==> src/shared/prs_pkg.sv <==
// constants for the peripheral pin route select block
// assumes a byte-wide register port and six eight-pin i/o ports a..f
package prs_pkg;

  // register port widths
  localparam int ADDR_W = 8;   // byte address width
  localparam int DATA_W = 8;   // register data width

  // register offsets
  localparam logic [7:0] EVT_ROUTE_OFS = 8'h00;  // event output route
  localparam logic [7:0] TBL_ROUTE_OFS = 8'h01;  // logic-table output route
  localparam logic [7:0] SER_ROUTE_OFS = 8'h02;  // serial port route

  // reset values
  localparam logic [7:0] EVT_ROUTE_RST = 8'h00;
  localparam logic [7:0] TBL_ROUTE_RST = 8'h00;
  localparam logic [7:0] SER_ROUTE_RST = 8'h00;

  // implemented (read/write) bits of each register
  localparam logic [7:0] EVT_ROUTE_MASK = 8'h3F;  // bits 5:0
  localparam logic [7:0] TBL_ROUTE_MASK = 8'h0F;  // bits 3:0
  localparam logic [7:0] SER_ROUTE_MASK = 8'hFF;  // four 2-bit fields

  // number of routed signals of each kind
  localparam int EVT_NUM = 6;   // event outputs a..f
  localparam int TBL_NUM = 4;   // lookup-table outputs 0..3
  localparam int SER_NUM = 4;   // serial ports 0..3
  localparam int PORT_NUM = 6;  // i/o ports a..f
  localparam int SER_FIELD_W = 2;

  // event outputs that own an alternative pin: d, c and a
  localparam logic [5:0] EVT_ALT_MASK = 6'h0D;
  // every lookup table owns an alternative pin
  localparam logic [3:0] TBL_ALT_MASK = 4'hF;

  // pin positions inside a port
  localparam logic [2:0] EVT_DEF_PIN = 3'h2;  // default event pin
  localparam logic [2:0] EVT_ALT_PIN = 3'h7;  // alternative event pin
  localparam logic [2:0] TBL_DEF_PIN = 3'h3;  // default table pin
  localparam logic [2:0] TBL_ALT_PIN = 3'h6;  // alternative table pin

  // port indices
  localparam logic [2:0] PORT_A = 3'h0;
  localparam logic [2:0] PORT_B = 3'h1;
  localparam logic [2:0] PORT_C = 3'h2;
  localparam logic [2:0] PORT_D = 3'h3;
  localparam logic [2:0] PORT_E = 3'h4;
  localparam logic [2:0] PORT_F = 3'h5;

  // port that carries lookup table n
  function automatic logic [2:0] tbl_port(input int n);
    unique case (n)
      0: tbl_port = PORT_A;
      1: tbl_port = PORT_C;
      2: tbl_port = PORT_D;
      default: tbl_port = PORT_F;
    endcase
  endfunction : tbl_port

endpackage : prs_pkg

==> src/verilog/prs_route_reg.sv <==
// one byte-wide route register with a mask of implemented bits
// assumes single-cycle write strobes from the register port
module prs_route_reg #(
  parameter logic [7:0] RST_VAL = 8'h00,
  parameter logic [7:0] IMPL_MASK = 8'hFF
) (
  // clock and reset
  input wire logic core_clk,
  input wire logic reset_n,
  // write side
  input wire logic wr_en,
  input wire logic [7:0] wr_data,
  // stored value, unused bits held at zero
  output logic [7:0] value_q
);

  logic [7:0] value_d;  // next stored value

  // only implemented bits take the written data
  assign value_d = wr_en ? (wr_data & IMPL_MASK) : value_q;

  // synchronous reset to the documented value
  always_ff @(posedge core_clk) begin
    if (!reset_n) begin
      value_q <= RST_VAL & IMPL_MASK;
    end else begin
      value_q <= value_d;
    end
  end

endmodule : prs_route_reg

==> src/verilog/prs_pin_place.sv <==
// places one peripheral output on its default or alternative pin
// purely combinational; the caller registers the merged result
module prs_pin_place #(
  parameter bit HAS_ALT = 1'b1,
  parameter logic [2:0] DEF_PIN = 3'h2,
  parameter logic [2:0] ALT_PIN = 3'h7
) (
  // peripheral side
  input wire logic sig,
  input wire logic sig_en,
  // route select bit as stored
  input wire logic sel,
  // pin masks inside the owning port
  output logic [7:0] pin_oe,
  output logic [7:0] pin_val
);

  logic use_alt;       // alternative pin in effect
  logic [2:0] pin_idx; // chosen pin position

  // a reserved select keeps the signal on its default pin
  assign use_alt = sel & HAS_ALT;
  assign pin_idx = use_alt ? ALT_PIN : DEF_PIN;

  // only the chosen pin is taken over, and only while enabled
  assign pin_oe = sig_en ? (8'h01 << pin_idx) : 8'h00;
  assign pin_val = (sig_en & sig) ? (8'h01 << pin_idx) : 8'h00;

endmodule : prs_pin_place

==> src/verilog/prs_top.sv <==
// peripheral pin route select: routing registers and pin takeover
// assumes the register port master and peripherals share core_clk
//
// Notes on behaviour
// - event route register offset 0, bits 5:0
// - event f: pin f2, alternative reserved
// - event e: pin e2, alternative reserved
// - event d: pin d2 or pin d7
// - event c: pin c2 or pin c7
// - event b: pin b2, alternative reserved
// - event a: pin a2 or pin a7
// - table 3: pin f3 or pin f6
// - table 2: pin d3 or pin d6
// - table 1: pin c3 or pin c6
// - table 0: pin a3 or pin a6
// - serial route offset 2, four 2-bit groups
//
// Our own choice: strobed register access.
module prs_top (
  // clock and reset
  input wire logic core_clk,
  input wire logic reset_n,
  // register port
  input wire logic [prs_pkg::ADDR_W-1:0] reg_addr,
  input wire logic [prs_pkg::DATA_W-1:0] reg_wdata,
  input wire logic reg_wr,
  input wire logic reg_rd,
  output logic [prs_pkg::DATA_W-1:0] reg_rdata_q,
  // event outputs a..f, index 0 is a
  input wire logic [prs_pkg::EVT_NUM-1:0] evt_sig,
  input wire logic [prs_pkg::EVT_NUM-1:0] evt_sig_en,
  // lookup table outputs 0..3
  input wire logic [prs_pkg::TBL_NUM-1:0] tbl_sig,
  input wire logic [prs_pkg::TBL_NUM-1:0] tbl_sig_en,
  // serial pin group selects to the serial port muxes
  output logic [1:0] serial0_pin_group_q,
  output logic [1:0] serial1_pin_group_q,
  output logic [1:0] serial2_pin_group_q,
  output logic [1:0] serial3_pin_group_q,
  // port a takeover
  output logic [7:0] port_a_oe_q,
  output logic [7:0] port_a_out_q,
  // port b takeover
  output logic [7:0] port_b_oe_q,
  output logic [7:0] port_b_out_q,
  // port c takeover
  output logic [7:0] port_c_oe_q,
  output logic [7:0] port_c_out_q,
  // port d takeover
  output logic [7:0] port_d_oe_q,
  output logic [7:0] port_d_out_q,
  // port e takeover
  output logic [7:0] port_e_oe_q,
  output logic [7:0] port_e_out_q,
  // port f takeover
  output logic [7:0] port_f_oe_q,
  output logic [7:0] port_f_out_q
);

  // stored register values
  logic [7:0] evt_route_q;  // event output route
  logic [7:0] tbl_route_q;  // logic-table output route
  logic [7:0] ser_route_q;  // serial port route
  // bits that are not implemented are held at zero in storage

  // address decode
  logic hit_evt;   // event route register addressed
  logic hit_tbl;   // table route register addressed
  logic hit_ser;   // serial route register addressed
  logic wr_evt;    // write to event route
  logic wr_tbl;    // write to table route
  logic wr_ser;    // write to serial route
  logic [7:0] rd_sel;         // value chosen for a read
  logic [7:0] reg_rdata_d;    // next read data

  // per-signal placements inside their port
  // one placement per routed signal, merged port by port below
  logic [7:0] evt_oe [prs_pkg::EVT_NUM];
  logic [7:0] evt_val [prs_pkg::EVT_NUM];
  logic [7:0] tbl_oe [prs_pkg::TBL_NUM];
  logic [7:0] tbl_val [prs_pkg::TBL_NUM];

  // merged per-port takeover, next values
  logic [7:0] port_oe_d [prs_pkg::PORT_NUM];
  logic [7:0] port_out_d [prs_pkg::PORT_NUM];

  // decode is a plain compare against the offsets
  // the whole byte is compared, so no offset above the three registers
  // aliases onto one of them
  assign hit_evt = (reg_addr == prs_pkg::EVT_ROUTE_OFS);
  assign hit_tbl = (reg_addr == prs_pkg::TBL_ROUTE_OFS);
  assign hit_ser = (reg_addr == prs_pkg::SER_ROUTE_OFS);

  // writes to any other address are dropped
  // a read strobe never changes a register, so reads have no side effect
  assign wr_evt = reg_wr & hit_evt;
  assign wr_tbl = reg_wr & hit_tbl;
  assign wr_ser = reg_wr & hit_ser;

  // event route: bits 7:6 are not stored
  // masking at the store keeps readback and routing in step
  prs_route_reg #(
    .RST_VAL(prs_pkg::EVT_ROUTE_RST),
    .IMPL_MASK(prs_pkg::EVT_ROUTE_MASK)
  ) u_evt_route (
    .core_clk(core_clk),
    .reset_n(reset_n),
    .wr_en(wr_evt),
    .wr_data(reg_wdata),
    .value_q(evt_route_q)
  );

  // table route: only four select bits exist
  // the upper nibble reads zero whatever was written to it
  prs_route_reg #(
    .RST_VAL(prs_pkg::TBL_ROUTE_RST),
    .IMPL_MASK(prs_pkg::TBL_ROUTE_MASK)
  ) u_tbl_route (
    .core_clk(core_clk),
    .reset_n(reset_n),
    .wr_en(wr_tbl),
    .wr_data(reg_wdata),
    .value_q(tbl_route_q)
  );

  // serial route: every bit is a field bit
  // reserved field codes are stored and read back unchanged
  prs_route_reg #(
    .RST_VAL(prs_pkg::SER_ROUTE_RST),
    .IMPL_MASK(prs_pkg::SER_ROUTE_MASK)
  ) u_ser_route (
    .core_clk(core_clk),
    .reset_n(reset_n),
    .wr_en(wr_ser),
    .wr_data(reg_wdata),
    .value_q(ser_route_q)
  );

  // read mux: reserved selects read back as written, unmapped reads zero
  // a reserved select reads back as written although its signal stays
  // on the default pin, so software sees what it wrote
  assign rd_sel = hit_evt ? evt_route_q :
                  hit_tbl ? tbl_route_q :
                  hit_ser ? ser_route_q : 8'h00;

  // read data stand only in the cycle after the strobe
  assign reg_rdata_d = reg_rd ? rd_sel : 8'h00;

  // read data register
  always_ff @(posedge core_clk) begin
    if (!reset_n) begin
      // no stale data survives a reset
      reg_rdata_q <= 8'h00;
    end else begin
      // zero unless a read strobe came the cycle before
      reg_rdata_q <= reg_rdata_d;
    end
  end

  // event outputs: each sits on pin 2 of its own port; only d, c and a
  // have pin 7 as alternative, the others ignore a set select bit
  // the enable gates the takeover: a disabled event leaves its pin to
  // the port's own output driver
  for (genvar i = 0; i < prs_pkg::EVT_NUM; i++) begin : g_evt
    prs_pin_place #(
      .HAS_ALT(prs_pkg::EVT_ALT_MASK[i]),
      .DEF_PIN(prs_pkg::EVT_DEF_PIN),
      .ALT_PIN(prs_pkg::EVT_ALT_PIN)
    ) u_place (
      .sig(evt_sig[i]),
      .sig_en(evt_sig_en[i]),
      .sel(evt_route_q[i]),
      .pin_oe(evt_oe[i]),
      .pin_val(evt_val[i])
    );
  end

  // lookup tables: pin 3 by default, pin 6 as alternative
  // table pins never meet event pins inside one port
  for (genvar j = 0; j < prs_pkg::TBL_NUM; j++) begin : g_tbl
    prs_pin_place #(
      .HAS_ALT(prs_pkg::TBL_ALT_MASK[j]),
      .DEF_PIN(prs_pkg::TBL_DEF_PIN),
      .ALT_PIN(prs_pkg::TBL_ALT_PIN)
    ) u_place (
      .sig(tbl_sig[j]),
      .sig_en(tbl_sig_en[j]),
      .sel(tbl_route_q[j]),
      .pin_oe(tbl_oe[j]),
      .pin_val(tbl_val[j])
    );
  end

  // merge placements into ports; pin positions never collide, since
  // events use pins 2 and 7 and tables use pins 3 and 6
  // every pass starts from all zeros, which keeps the process free of
  // latches
  always_comb begin
    for (int p = 0; p < prs_pkg::PORT_NUM; p++) begin
      port_oe_d[p] = 8'h00;
      port_out_d[p] = 8'h00;
    end
    // event n lives on port n
    for (int i = 0; i < prs_pkg::EVT_NUM; i++) begin
      port_oe_d[i] = port_oe_d[i] | evt_oe[i];
      port_out_d[i] = port_out_d[i] | evt_val[i];
    end
    // tables map onto ports a, c, d and f
    for (int j = 0; j < prs_pkg::TBL_NUM; j++) begin
      port_oe_d[prs_pkg::tbl_port(j)] =
        port_oe_d[prs_pkg::tbl_port(j)] | tbl_oe[j];
      port_out_d[prs_pkg::tbl_port(j)] =
        port_out_d[prs_pkg::tbl_port(j)] | tbl_val[j];
    end
  end

  // takeover outputs are registered: one cycle of lag on the pins is
  // traded for glitch-free outputs into the port multiplexers;
  // each port keeps its own short process
  // port a: event a and lookup table 0
  always_ff @(posedge core_clk) begin
    if (!reset_n) begin
      port_a_oe_q <= 8'h00;
      port_a_out_q <= 8'h00;
    end else begin
      port_a_oe_q <= port_oe_d[prs_pkg::PORT_A];
      port_a_out_q <= port_out_d[prs_pkg::PORT_A];
    end
  end

  // port b: event b only
  always_ff @(posedge core_clk) begin
    if (!reset_n) begin
      port_b_oe_q <= 8'h00;
      port_b_out_q <= 8'h00;
    end else begin
      port_b_oe_q <= port_oe_d[prs_pkg::PORT_B];
      port_b_out_q <= port_out_d[prs_pkg::PORT_B];
    end
  end

  // port c: event c and lookup table 1
  always_ff @(posedge core_clk) begin
    if (!reset_n) begin
      port_c_oe_q <= 8'h00;
      port_c_out_q <= 8'h00;
    end else begin
      port_c_oe_q <= port_oe_d[prs_pkg::PORT_C];
      port_c_out_q <= port_out_d[prs_pkg::PORT_C];
    end
  end

  // port d: event d and lookup table 2
  always_ff @(posedge core_clk) begin
    if (!reset_n) begin
      port_d_oe_q <= 8'h00;
      port_d_out_q <= 8'h00;
    end else begin
      port_d_oe_q <= port_oe_d[prs_pkg::PORT_D];
      port_d_out_q <= port_out_d[prs_pkg::PORT_D];
    end
  end

  // port e: event e only
  always_ff @(posedge core_clk) begin
    if (!reset_n) begin
      port_e_oe_q <= 8'h00;
      port_e_out_q <= 8'h00;
    end else begin
      port_e_oe_q <= port_oe_d[prs_pkg::PORT_E];
      port_e_out_q <= port_out_d[prs_pkg::PORT_E];
    end
  end

  // port f: event f and lookup table 3
  always_ff @(posedge core_clk) begin
    if (!reset_n) begin
      port_f_oe_q <= 8'h00;
      port_f_out_q <= 8'h00;
    end else begin
      port_f_oe_q <= port_oe_d[prs_pkg::PORT_F];
      port_f_out_q <= port_out_d[prs_pkg::PORT_F];
    end
  end

  // serial pin groups: encodings are decoded by the serial port muxes;
  // copies here keep every output straight from a flip-flop
  always_ff @(posedge core_clk) begin
    if (!reset_n) begin
      // every field selects its default pin group after reset
      serial0_pin_group_q <= 2'h0;
      serial1_pin_group_q <= 2'h0;
      serial2_pin_group_q <= 2'h0;
      serial3_pin_group_q <= 2'h0;
    end else begin
      // the copies lag the stored register by one cycle
      serial0_pin_group_q <= ser_route_q[1:0];
      serial1_pin_group_q <= ser_route_q[3:2];
      serial2_pin_group_q <= ser_route_q[5:4];
      serial3_pin_group_q <= ser_route_q[7:6];
    end
  end

endmodule : prs_top

==> config.mk <==
export PLATFORM = sky130hd
export DESIGN_NAME = prs_top
export DESIGN_NICKNAME = d
export VERILOG_FILES = /design/src/shared/prs_pkg.sv /design/src/verilog/prs_route_reg.sv /design/src/verilog/prs_pin_place.sv /design/src/verilog/prs_top.sv
export SDC_FILE = /design/constraint.sdc
export NUM_CORES = 1
export LEC_CHECK = 0
export ABC_AREA = 1
export BUFFER_PORTS_ARGS = -buffer_cell sky130_fd_sc_hd__buf_2
export CAP_MARGIN = 0
export CELL_PAD_IN_SITES_DETAIL_PLACEMENT = 0
export CELL_PAD_IN_SITES_GLOBAL_PLACEMENT = 2
export CORE_MARGIN = 1
export CORE_UTILIZATION = 24
export DETAILED_ROUTE_END_ITERATION = 6
export HOLD_SLACK_MARGIN = 0.03
export PLACE_DENSITY_LB_ADDON = 0.1
export SKIP_CTS_REPAIR_TIMING = 1
export SYNTH_ARGS = -nofsm -noshare
export SYNTH_HDL_FRONTEND = slang
export SYNTH_SLANG_ARGS = --single-unit
==> constraint.sdc <==
create_clock -name core_clk -period 1.2 [get_ports core_clk]
set_input_delay 0.18 -clock core_clk [delete_from_list [all_inputs] [get_ports core_clk]]
set_output_delay 0.18 -clock core_clk [all_outputs]
set_load 0.01 [all_outputs]
### Yosys cells after proc, flatten, opt, wreduce, memory -nomap -nowiden

Index checks and enable logic that the tools add are counted.
W data, S select, Z words.

* register bits after elaboration: 130
* word-level logic and storage cells: 86
* bits of input ports: 40

* muxes and demuxes: 30
* bitwise operators: 23
* shift operators: 7
* reductions and logical operators: 3
* equal/unequal tests: 2

Operator list (count)
* $mux W8: 14
* $or A8 B8 Y8: 8
* $shl A1 B3 Y8 const A: 7
* $mux W3: 13
* $mux W6: 3
* $and A1 B1 Y1: 13
* $eq A8 B1 Y1 const B: 1
* $eq A8 B2 Y1 const B: 1
* $logic_not A8 Y1: 1
* $reduce_or A4 Y1: 1
* $not A1 Y1: 2
* $reduce_and A2 Y1: 1

### Longest topological paths before layout

Gate-level depths: netlist (run 1).

* depth in word-level cells: 4
* gate-level depth with buffers: 7

### Hierarchy

Synthesis (run 1) repeated with hierarchy kept, for this count alone.

* cell total of the unflattened synthesis: 734
* area total of the unflattened synthesis: 5597.9 um^2

By module, submodules not included
* prs_top: area an instance 3527.1 um^2, instances 1, cells an instance 412
* prs_pin_place (g_evt[0].u_place ...): area an instance 123.9 um^2, instances 7, cells an instance 21
* prs_pin_place (g_evt[1].u_place ...): area an instance 123.9 um^2, instances 3, cells an instance 18
* prs_route_reg (u_ser_route): area an instance 356.6 um^2, instances 1, cells an instance 51
* prs_route_reg (u_evt_route): area an instance 275.3 um^2, instances 1, cells an instance 40
* prs_route_reg (u_tbl_route): area an instance 200.2 um^2, instances 1, cells an instance 30

### Worst setup path before layout (run 1)

OpenSTA, ideal clock, no wires.

* path type: input-to-reg
* from: in reg_addr[5] in the netlist's numbering
* to: reg u_evt_route.value_q[4]
* stages on the path: 7
* path slack: 0.194 ns
* setup time: 0.115 ns
* arrival time: 0.891 ns
* data required time: 1.085 ns
* buffers on the path: 1
* cell sequence: nor2_2 > nand2_4 > nor2_8 > buf_12 > nand3_1 > nand2_1 > nor2_1

* cells in the longest elaborated chain, start to end: 2

Ends and longest elaborated chain
* start, declared: RTL line prs_top.sv:24 `input wire logic [prs_pkg::ADDR_W-1:0] reg_addr,`
* $logic_not A8 Y1: RTL line prs_top.sv:90 `assign hit_evt = (reg_addr == prs_pkg::EVT_ROUTE_OFS);`
* $and A1 B1 Y1: RTL line prs_top.sv:96 `assign wr_evt = reg_wr & hit_evt;`
* end signal, assigned: RTL line prs_route_reg.sv:25 `value_q <= RST_VAL & IMPL_MASK;`
* end signal, assigned: RTL line prs_route_reg.sv:27 `value_q <= value_d;`
* end, declared: RTL line prs_route_reg.sv:14 `output logic [7:0] value_q`

Every way passes these cells.
A chain may end at the register's enable or synchronous reset.

### Final worst setup path (run 1)

* from: reg port_d_out_q[2]
* to: out port_d_out_q[2]

RTL lines
* start, declared: RTL line prs_top.sv:51 `output logic [7:0] port_d_out_q,`
* start signal, assigned: RTL line prs_top.sv:260 `port_d_out_q <= port_out_d[prs_pkg::PORT_D];`

No word-level cell between the ends.

==> impl_summary.txt, run 1 <==
----------------------------------------------------
[Routing]
  Total number of vias ... 2313
  DRC violation total after the first TritonRoute iteration ... 129
  Average wire per standard cell ... 10.76 um
  Drc violations ... 0
  Number of detailed-route iterations in the first pass ... 4
  Final Routed Wirelength ... 6.810 mm
  Final antenna-violating net count ... 0
  Post-DR vias/cell ... 3.654

[Worst setup path]
  Chain of cells forming the critical path ... buf_2
  Largest fanout on the critical path ... 1
  Critical Path Sink Type ... primary output
  Cell family with most CP delay ... flip-flops
  Sum of buffers and inverters on the critical path ... 1
  Setup crit start kind ... register
  Critical setup path kind ... register to primary output
  Maximum cell stage delay along the critical path ... 0.32 ns
  Cell with the largest stage delay on the worst path ... dfxtp_1
  CP Data Required Time ... 1.02 ns
  Data arrival at the endpoint of the critical path ... 0.77 ns

[Global route]
  Tot GR Track Use ... 10.98%
  Maximum number of pins on one net before global-route repair ... 23
  Number of global-route vias before repair ... 2135
  Grt total ovfl ... 0
  Global-route wire length before repair ... 10.84 mm
  Initial antenna violation count ... 0

[Finish]
  Filler cell count ... 1356
  Final instance area ... 0.003806 mm^2
  Nets@finish ... 500
  Share of the core filled with cells ... 31.30%
  Post-route insts no fill ... 633
  Antenna cells ... 0
  Growth of design area from synthesis to finish ... 25.91%
  Layout cell share with drive strength beyond 1 ... 32.26%
  Regs by FF count ... reg_rdata_q (8), u_ser_route.value_q (8), u_evt_route.value_q (6)

[Timing]
  Max Clk Rate ... 1.049 GHz
  RSZ-0062 raised after global routing ... no
  Final cycle utilization of the critical path ... 79.43%
  Setup clock skew after layout ... 0.008836 ns
  Fin Hold WS ... 0.05425 ns
  Number of endpoints failing setup at the final stage ... 0
  Final Worst Setup Slack ... 0.2468 ns
  Count of final max-slew check failures ... 0
  Setup TNS after final layout ... 0 ns
  Final hold vios ... 0
  Final critical delay including setup and external delays ... 0.9532 ns

[CTS]
  CTS buffer count ... 9
  Count of clock tree sinks ... 68
  Maximum number of buffers from clock root to sink ... 2
  Skew-Pair Late Insertion Delay ... 0.33 ns
  CTS clk-pin slew, worst paths ... 0.06 ns
  TritonCTS clock tree ... built
  Root Buffer ... clkbuf_16
  Number of levels in the clock H-tree ... 3

[Min path]
  Classification of the worst-slack hold path ... primary input to register

[Logic synthesis]
  Synthesized cell area ... 0.003023 mm^2
  Number of unique standard cell types used by synthesis ... 23
  Mapped Cells ... 362
  Synth warn ... 0
  Avg Inst Size Synth ... 8.351 um^2
  #FFs+latches synth ... 68
  Seq/Total Area, Yosys ... 45.03%

[Placement]
  Worst slack at placement ... -0.02078 ns
  Placer's final routability congestion estimate ... 0.6795
  Number of buffers added on ports ... 89
  Area post-placement ... 0.003462 mm^2
  Half-perimeter wire length of the detailed placement result ... 5.139 mm
  Placed instance count ... 617

[Floorplanning]
  Boundary pin count ... 152
  Cell row count ... 40
  Die Outline Area ... 0.01305 mm^2
  Width of the chip ... 114.2 um
  Placeable Area ... 0.01216 mm^2
  Die Span Y ... 114.2 um
  Effective utilization at floorplan ... 24.86%

[Power and ir drop]
  Total chip power ... 5.712 mW
  VDD IR max ... 0.4841 mV
  Power density relative to cell area ... 1501 mW/mm^2
  Leak Pwr ... 2.018 nW

[Run]
  Max capacitance violation total ... 0

[Status]
  Run status ... complete, no violations

----------------------------------------------------
-- final timing paths --
kind,from,to,slack [ns],depth (start not counted)
setup / recovery,port_d_out_q[2],port_d_out_q[2],0.25,1
hold / removal,evt_sig_en[4],port_e_oe_q[2],0.05,3
setup reg to reg,u_evt_route.value_q[0],port_a_out_q[7],0.29,2
hold reg to reg,u_ser_route.value_q[7],serial3_pin_group_q[1],0.46,2
-- per-layer routing --
metal / routed length [um] / share of wire (%) / GRT usage (%)
met1: 3235 / 48 / 14.35
met2: 3001 / 44 / 16.61
met3: 487 / 7.2 / 4.129
met4: 85 / 1.2 / 3.636
met5: 0 / 0 / 0
-- cell families (layout without fill, tap and decap cells) --
| kind of cell | Yosys count | in the layout | share of synthesized area, % |
|---|---|---|---|
| other cells | 1 | 62 | 0.1241 |
| buf+inv | 131 | 173 | 25.37 |
| flops | 68 | 68 | 45.03 |
| simple gates | 142 | 142 | 24.54 |
| compound gates | 20 | 20 | 4.925 |
-- area by class of cell --
type / instances / area, um^2 / share of cell area [%]
clock inverters: 4 / 77.57 / 2.038
multi-input cells: 224 / 1124 / 29.52
well taps: 168 / 210.2 / 5.523
flip-flops and latches: 68 / 1361 / 35.77
clock buffers: 12 / 266.5 / 7.002
inverters: 57 / 214.0 / 5.621
repair buffers: 100 / 553.0 / 14.53
-- placed cells by master, fill, tap and decap left out --
cell type	instances
nor2_4	2
dfxtp_1	68
buf_2	89
nor3_2	1
nand3_4	2
nand2_4	1
conb_1	62
a21oi_1	7
a21oi_2	13
nand2_2	5
nand3_1	32
nand2_1	37
clkbuf_16	9
nor2_8	2
inv_6	2
nor3_1	14
clkbuf_8	3
buf_4	9
nor2_2	8
bufinv_16	2
inv_1	56
nor2_1	26
buf_12	2
nor4_1	12
clkinv_1	1
-- worst reg2reg max path, stage by stage, from the launching register on --
cell	delay, ns
dfxtp_1	0.43
inv_1	0.12
nor4_1	0.27
-- synthesized netlist by cell type --
| cell type | n | area, um^2 |
|---|---|---|
| clkinv_1 | 1 | 3.750 |
| nor4_1 | 12 | 75.07 |
| buf_4 | 63 | 473.0 |
| nor3_1 | 14 | 70.07 |
| conb_1 | 1 | 3.750 |
| a21oi_1 | 7 | 35.03 |
| nand2_4 | 1 | 11.26 |
| clkbuf_1 | 3 | 11.26 |
| nand2_1 | 37 | 138.9 |
| nor2_4 | 2 | 22.52 |
| buf_2 | 5 | 25.02 |
| nor2_2 | 8 | 50.05 |
| nand3_4 | 2 | 35.03 |
| nor2_8 | 2 | 40.04 |
| buf_1 | 1 | 3.750 |
| nand3_1 | 32 | 160.2 |
| nor3_2 | 1 | 10.01 |
| buf_12 | 2 | 40.04 |
| nand2_2 | 5 | 31.28 |
| nor2_1 | 26 | 97.59 |
| a21oi_2 | 13 | 113.9 |
| inv_1 | 56 | 210.2 |
| dfxtp_1 | 68 | 1361 |
-- report_power, final --
group | internal, mW | switching, mW
logic | 0.119 | 0.281
registers | 2.29 | 0.00800
clock network | 2.00 | 1.01
No activity file was read; power rests on OpenSTA's default activity.
==> inputs of run 2 (changes only) <==
- CORE_UTILIZATION: 24 -> 22
- clock period: 1.2 -> 0.8 ns (I/O delays scaled with it)
==> run 2 against run 1 <==
The flow now finishes with violations (setup timing). Via count up 4.7%. Core utilization up 1.9 points. Routed wire length up 6.3%. Global-route usage down 0.72 points. Critical path depth unchanged. Clock skew down 0.0056 ns. Design area up 17%. Sequential power up 50%. Total power up 47%. Combinational power up 87%. Worst hold slack worse by 0.011 ns.
==> impl_summary.txt, run 2 (synthesized netlist as in run 1, its figures left out) <==
----------------------------------------------------
[Finish]
  Growth of design area from synthesis to finish ... 46.77%
  Antenna cells ... 0
  Share of the core filled with cells ... 33.24%
  Regs by FF count ... reg_rdata_q (8), u_ser_route.value_q (8), u_evt_route.value_q (6)
  Layout cell share with drive strength beyond 1 ... 47.34%
  Nets@finish ... 523
  Leading cell types in the layout, fill and taps excluded ... conb_1, buf_2, inv_1

[Routing]
  Final Routed Wirelength ... 7.238 mm
  Average wire per standard cell ... 10.90 um
  Total number of vias ... 2422
  Final antenna-violating net count ... 0
  Post-DR vias/cell ... 3.648
  Number of detailed-route iterations in the first pass ... 4
  DRC violation total after the first TritonRoute iteration ... 73
  Drc violations ... 0

[Worst setup path]
  Critical Path Sink Type ... primary output
  Logic depth of the worst setup path including buffers ... 1
  Cell family with most CP delay ... flip-flops
  Largest fanout on the critical path ... 1
  Length in cells of the worst reg-to-reg path ... 2
  Data arrival at the endpoint of the critical path ... 0.77 ns
  Chain of cells forming the critical path ... buf_6
  Cell with the largest stage delay on the worst path ... dfxtp_2
  Worst flop-to-flop path startpoint ... u_tbl_route.value_q[0]
  Setup crit start kind ... register
  Critical setup path kind ... register to primary output
  Start point of the critical path ... reg_rdata_q[5]
  Destination of the critical timing path ... reg_rdata_q[5]
  CP Data Required Time ... 0.68 ns
  Capturing point of the worst reg2reg path ... port_a_out_q[6]
  Sum of buffers and inverters on the critical path ... 1
  Reg-to-reg setup timing slack ... 0.04 ns
  Maximum cell stage delay along the critical path ... 0.34 ns

[CTS]
  Skew-Pair Late Insertion Delay ... 0.33 ns
  CTS buffer count ... 9
  Root Buffer ... clkbuf_16
  TritonCTS clock tree ... built
  Maximum number of buffers from clock root to sink ... 2
  Count of clock tree sinks ... 68
  Number of levels in the clock H-tree ... 3
  CTS clk-pin slew, worst paths ... 0.06 ns

[Global route]
  Global-route wire length before repair ... 11.07 mm
  Number of global-route vias before repair ... 2174
  Initial antenna violation count ... 0
  Maximum number of pins on one net before global-route repair ... 23
  Grt total ovfl ... 0
  Tot GR Track Use ... 10.26%

[Timing]
  Max Clk Rate ... 1.123 GHz
  Final cycle utilization of the critical path ... 111.3%
  RSZ-0062 raised after global routing ... yes
  Final hold vios ... 0
  Count of final max-slew check failures ... 0
  Fin Hold WS ... 0.04350 ns
  Final Worst Setup Slack ... -0.09018 ns
  Number of endpoints failing setup at the final stage ... 50
  Final critical delay including setup and external delays ... 0.8902 ns
  Setup clock skew after layout ... 0.003197 ns

[Power and ir drop]
  Total internal power ... 6.425 mW
  Flop pwr share ... 41.1%
  Power density relative to cell area ... 1888 mW/mm^2
  Share of total power in the clock network ... 49.9%
  Net load switching power ... 1.953 mW
  VDD IR max ... 1.305 mV
  Leak Pwr ... 2.181 nW
  Net Sw Frac ... 23.31%
  Comb pwr share ... 8.9%

[Floorplanning]
  Die Span Y ... 119.2 um
  Effective utilization at floorplan ... 22.65%
  Die Outline Area ... 0.01421 mm^2
  Placeable Area ... 0.01335 mm^2
  Boundary pin count ... 152
  Cell row count ... 42
  Width of the chip ... 119.2 um

[Run]
  Max capacitance violation total ... 0

[Status]
  Run status ... complete, but fails checks
  Violations in the final reports ... setup timing

[Placement]
  Number of buffers added on ports ... 89
  Placer's final routability congestion estimate ... 0.7188
  Half-perimeter wire length of the detailed placement result ... 5.464 mm

[Min path]
  Classification of the worst-slack hold path ... primary input to register

----------------------------------------------------
run 2: cell types whose count changed in the layout (fill, tap and decap cells not counted), sizes merged:
cell         previous run  this run
dlygate4sd3             0         6
clkinvlp                0         3
inv                    58        55
buf                   100       117
clkinv                  1         3
clkbuf                 12        10
run 2: worst min-delay path by stage:
| stage | start | to | slack (ns) | cells after the start |
|---|---|---|---|---|
| after floorplan | evt_sig[1] | port_b_out_q[2] | 0.23 | 2 |
| after global placement | evt_sig_en[5] | port_f_oe_q[2] | 0.33 | 3 |
| after detailed placement | evt_sig_en[4] | port_e_oe_q[2] | 0.33 | 3 |
| after CTS | evt_sig_en[1] | port_b_oe_q[2] | -0.02 | 3 |
| after global routing | tbl_sig[2] | port_d_out_q[6] | 0.06 | 3 |
| final | tbl_sig[2] | port_d_out_q[6] | 0.04 | 3 |
run 2: cell type report:
type,count,area [um^2]
clock buffers,10,229.0
clock inverters,6,88.84
fillers,1456,8911
inverters,57,219.0
multi-input cells,224,1324
flip-flops and latches,68,1406
well taps,176,220.2
repair buffers,123,949.7
run 2: power groups by stage:
stage               registers, mW  clock network [mW]  logic, mW
floorplan                    3.55                   0      0.579
global placement             3.53                   0      0.637
detailed placement           3.53                   0      0.634
CTS                          3.45                4.38      0.635
global route                 3.45                4.54      0.827
finish                       3.45                4.18      0.748
run 2: worst reg2reg max path: cells and delay by family (launching register included):
family | cells | cell delay (ns)
buffers and inverters | 1 | 0.06
AND/OR/NAND/NOR | 1 | 0.25
flip-flops | 1 | 0.36
run 2: layer usage:
metal | GRT usage [%] | routed length [um]
met1 | 12.93 | 3234
met3 | 3.400 | 437
met4 | 4.509 | 114
met2 | 15.84 | 3451
met5 | 0 | 0
run 2: stage by stage:
step / cell area (um^2) / worst slack (ns) / instances / total power [mW] / setup TNS (ns)
final: 4437 / -0.09018 / 664 / 8.378 / -3.478
after global routing: 4437 / -0.1246 / 664 / 8.813 / -5.351
after CTS: 3954 / -0.1653 / 657 / 8.466 / -5.196
after detailed placement: 3636 / -0.3334 / 641 / 4.159 / -8.849
after global placement: 3636 / -0.3236 / 641 / 4.162 / -8.654
after floorplan: 3274 / -0.1173 / 423 / 4.130 / -1.327
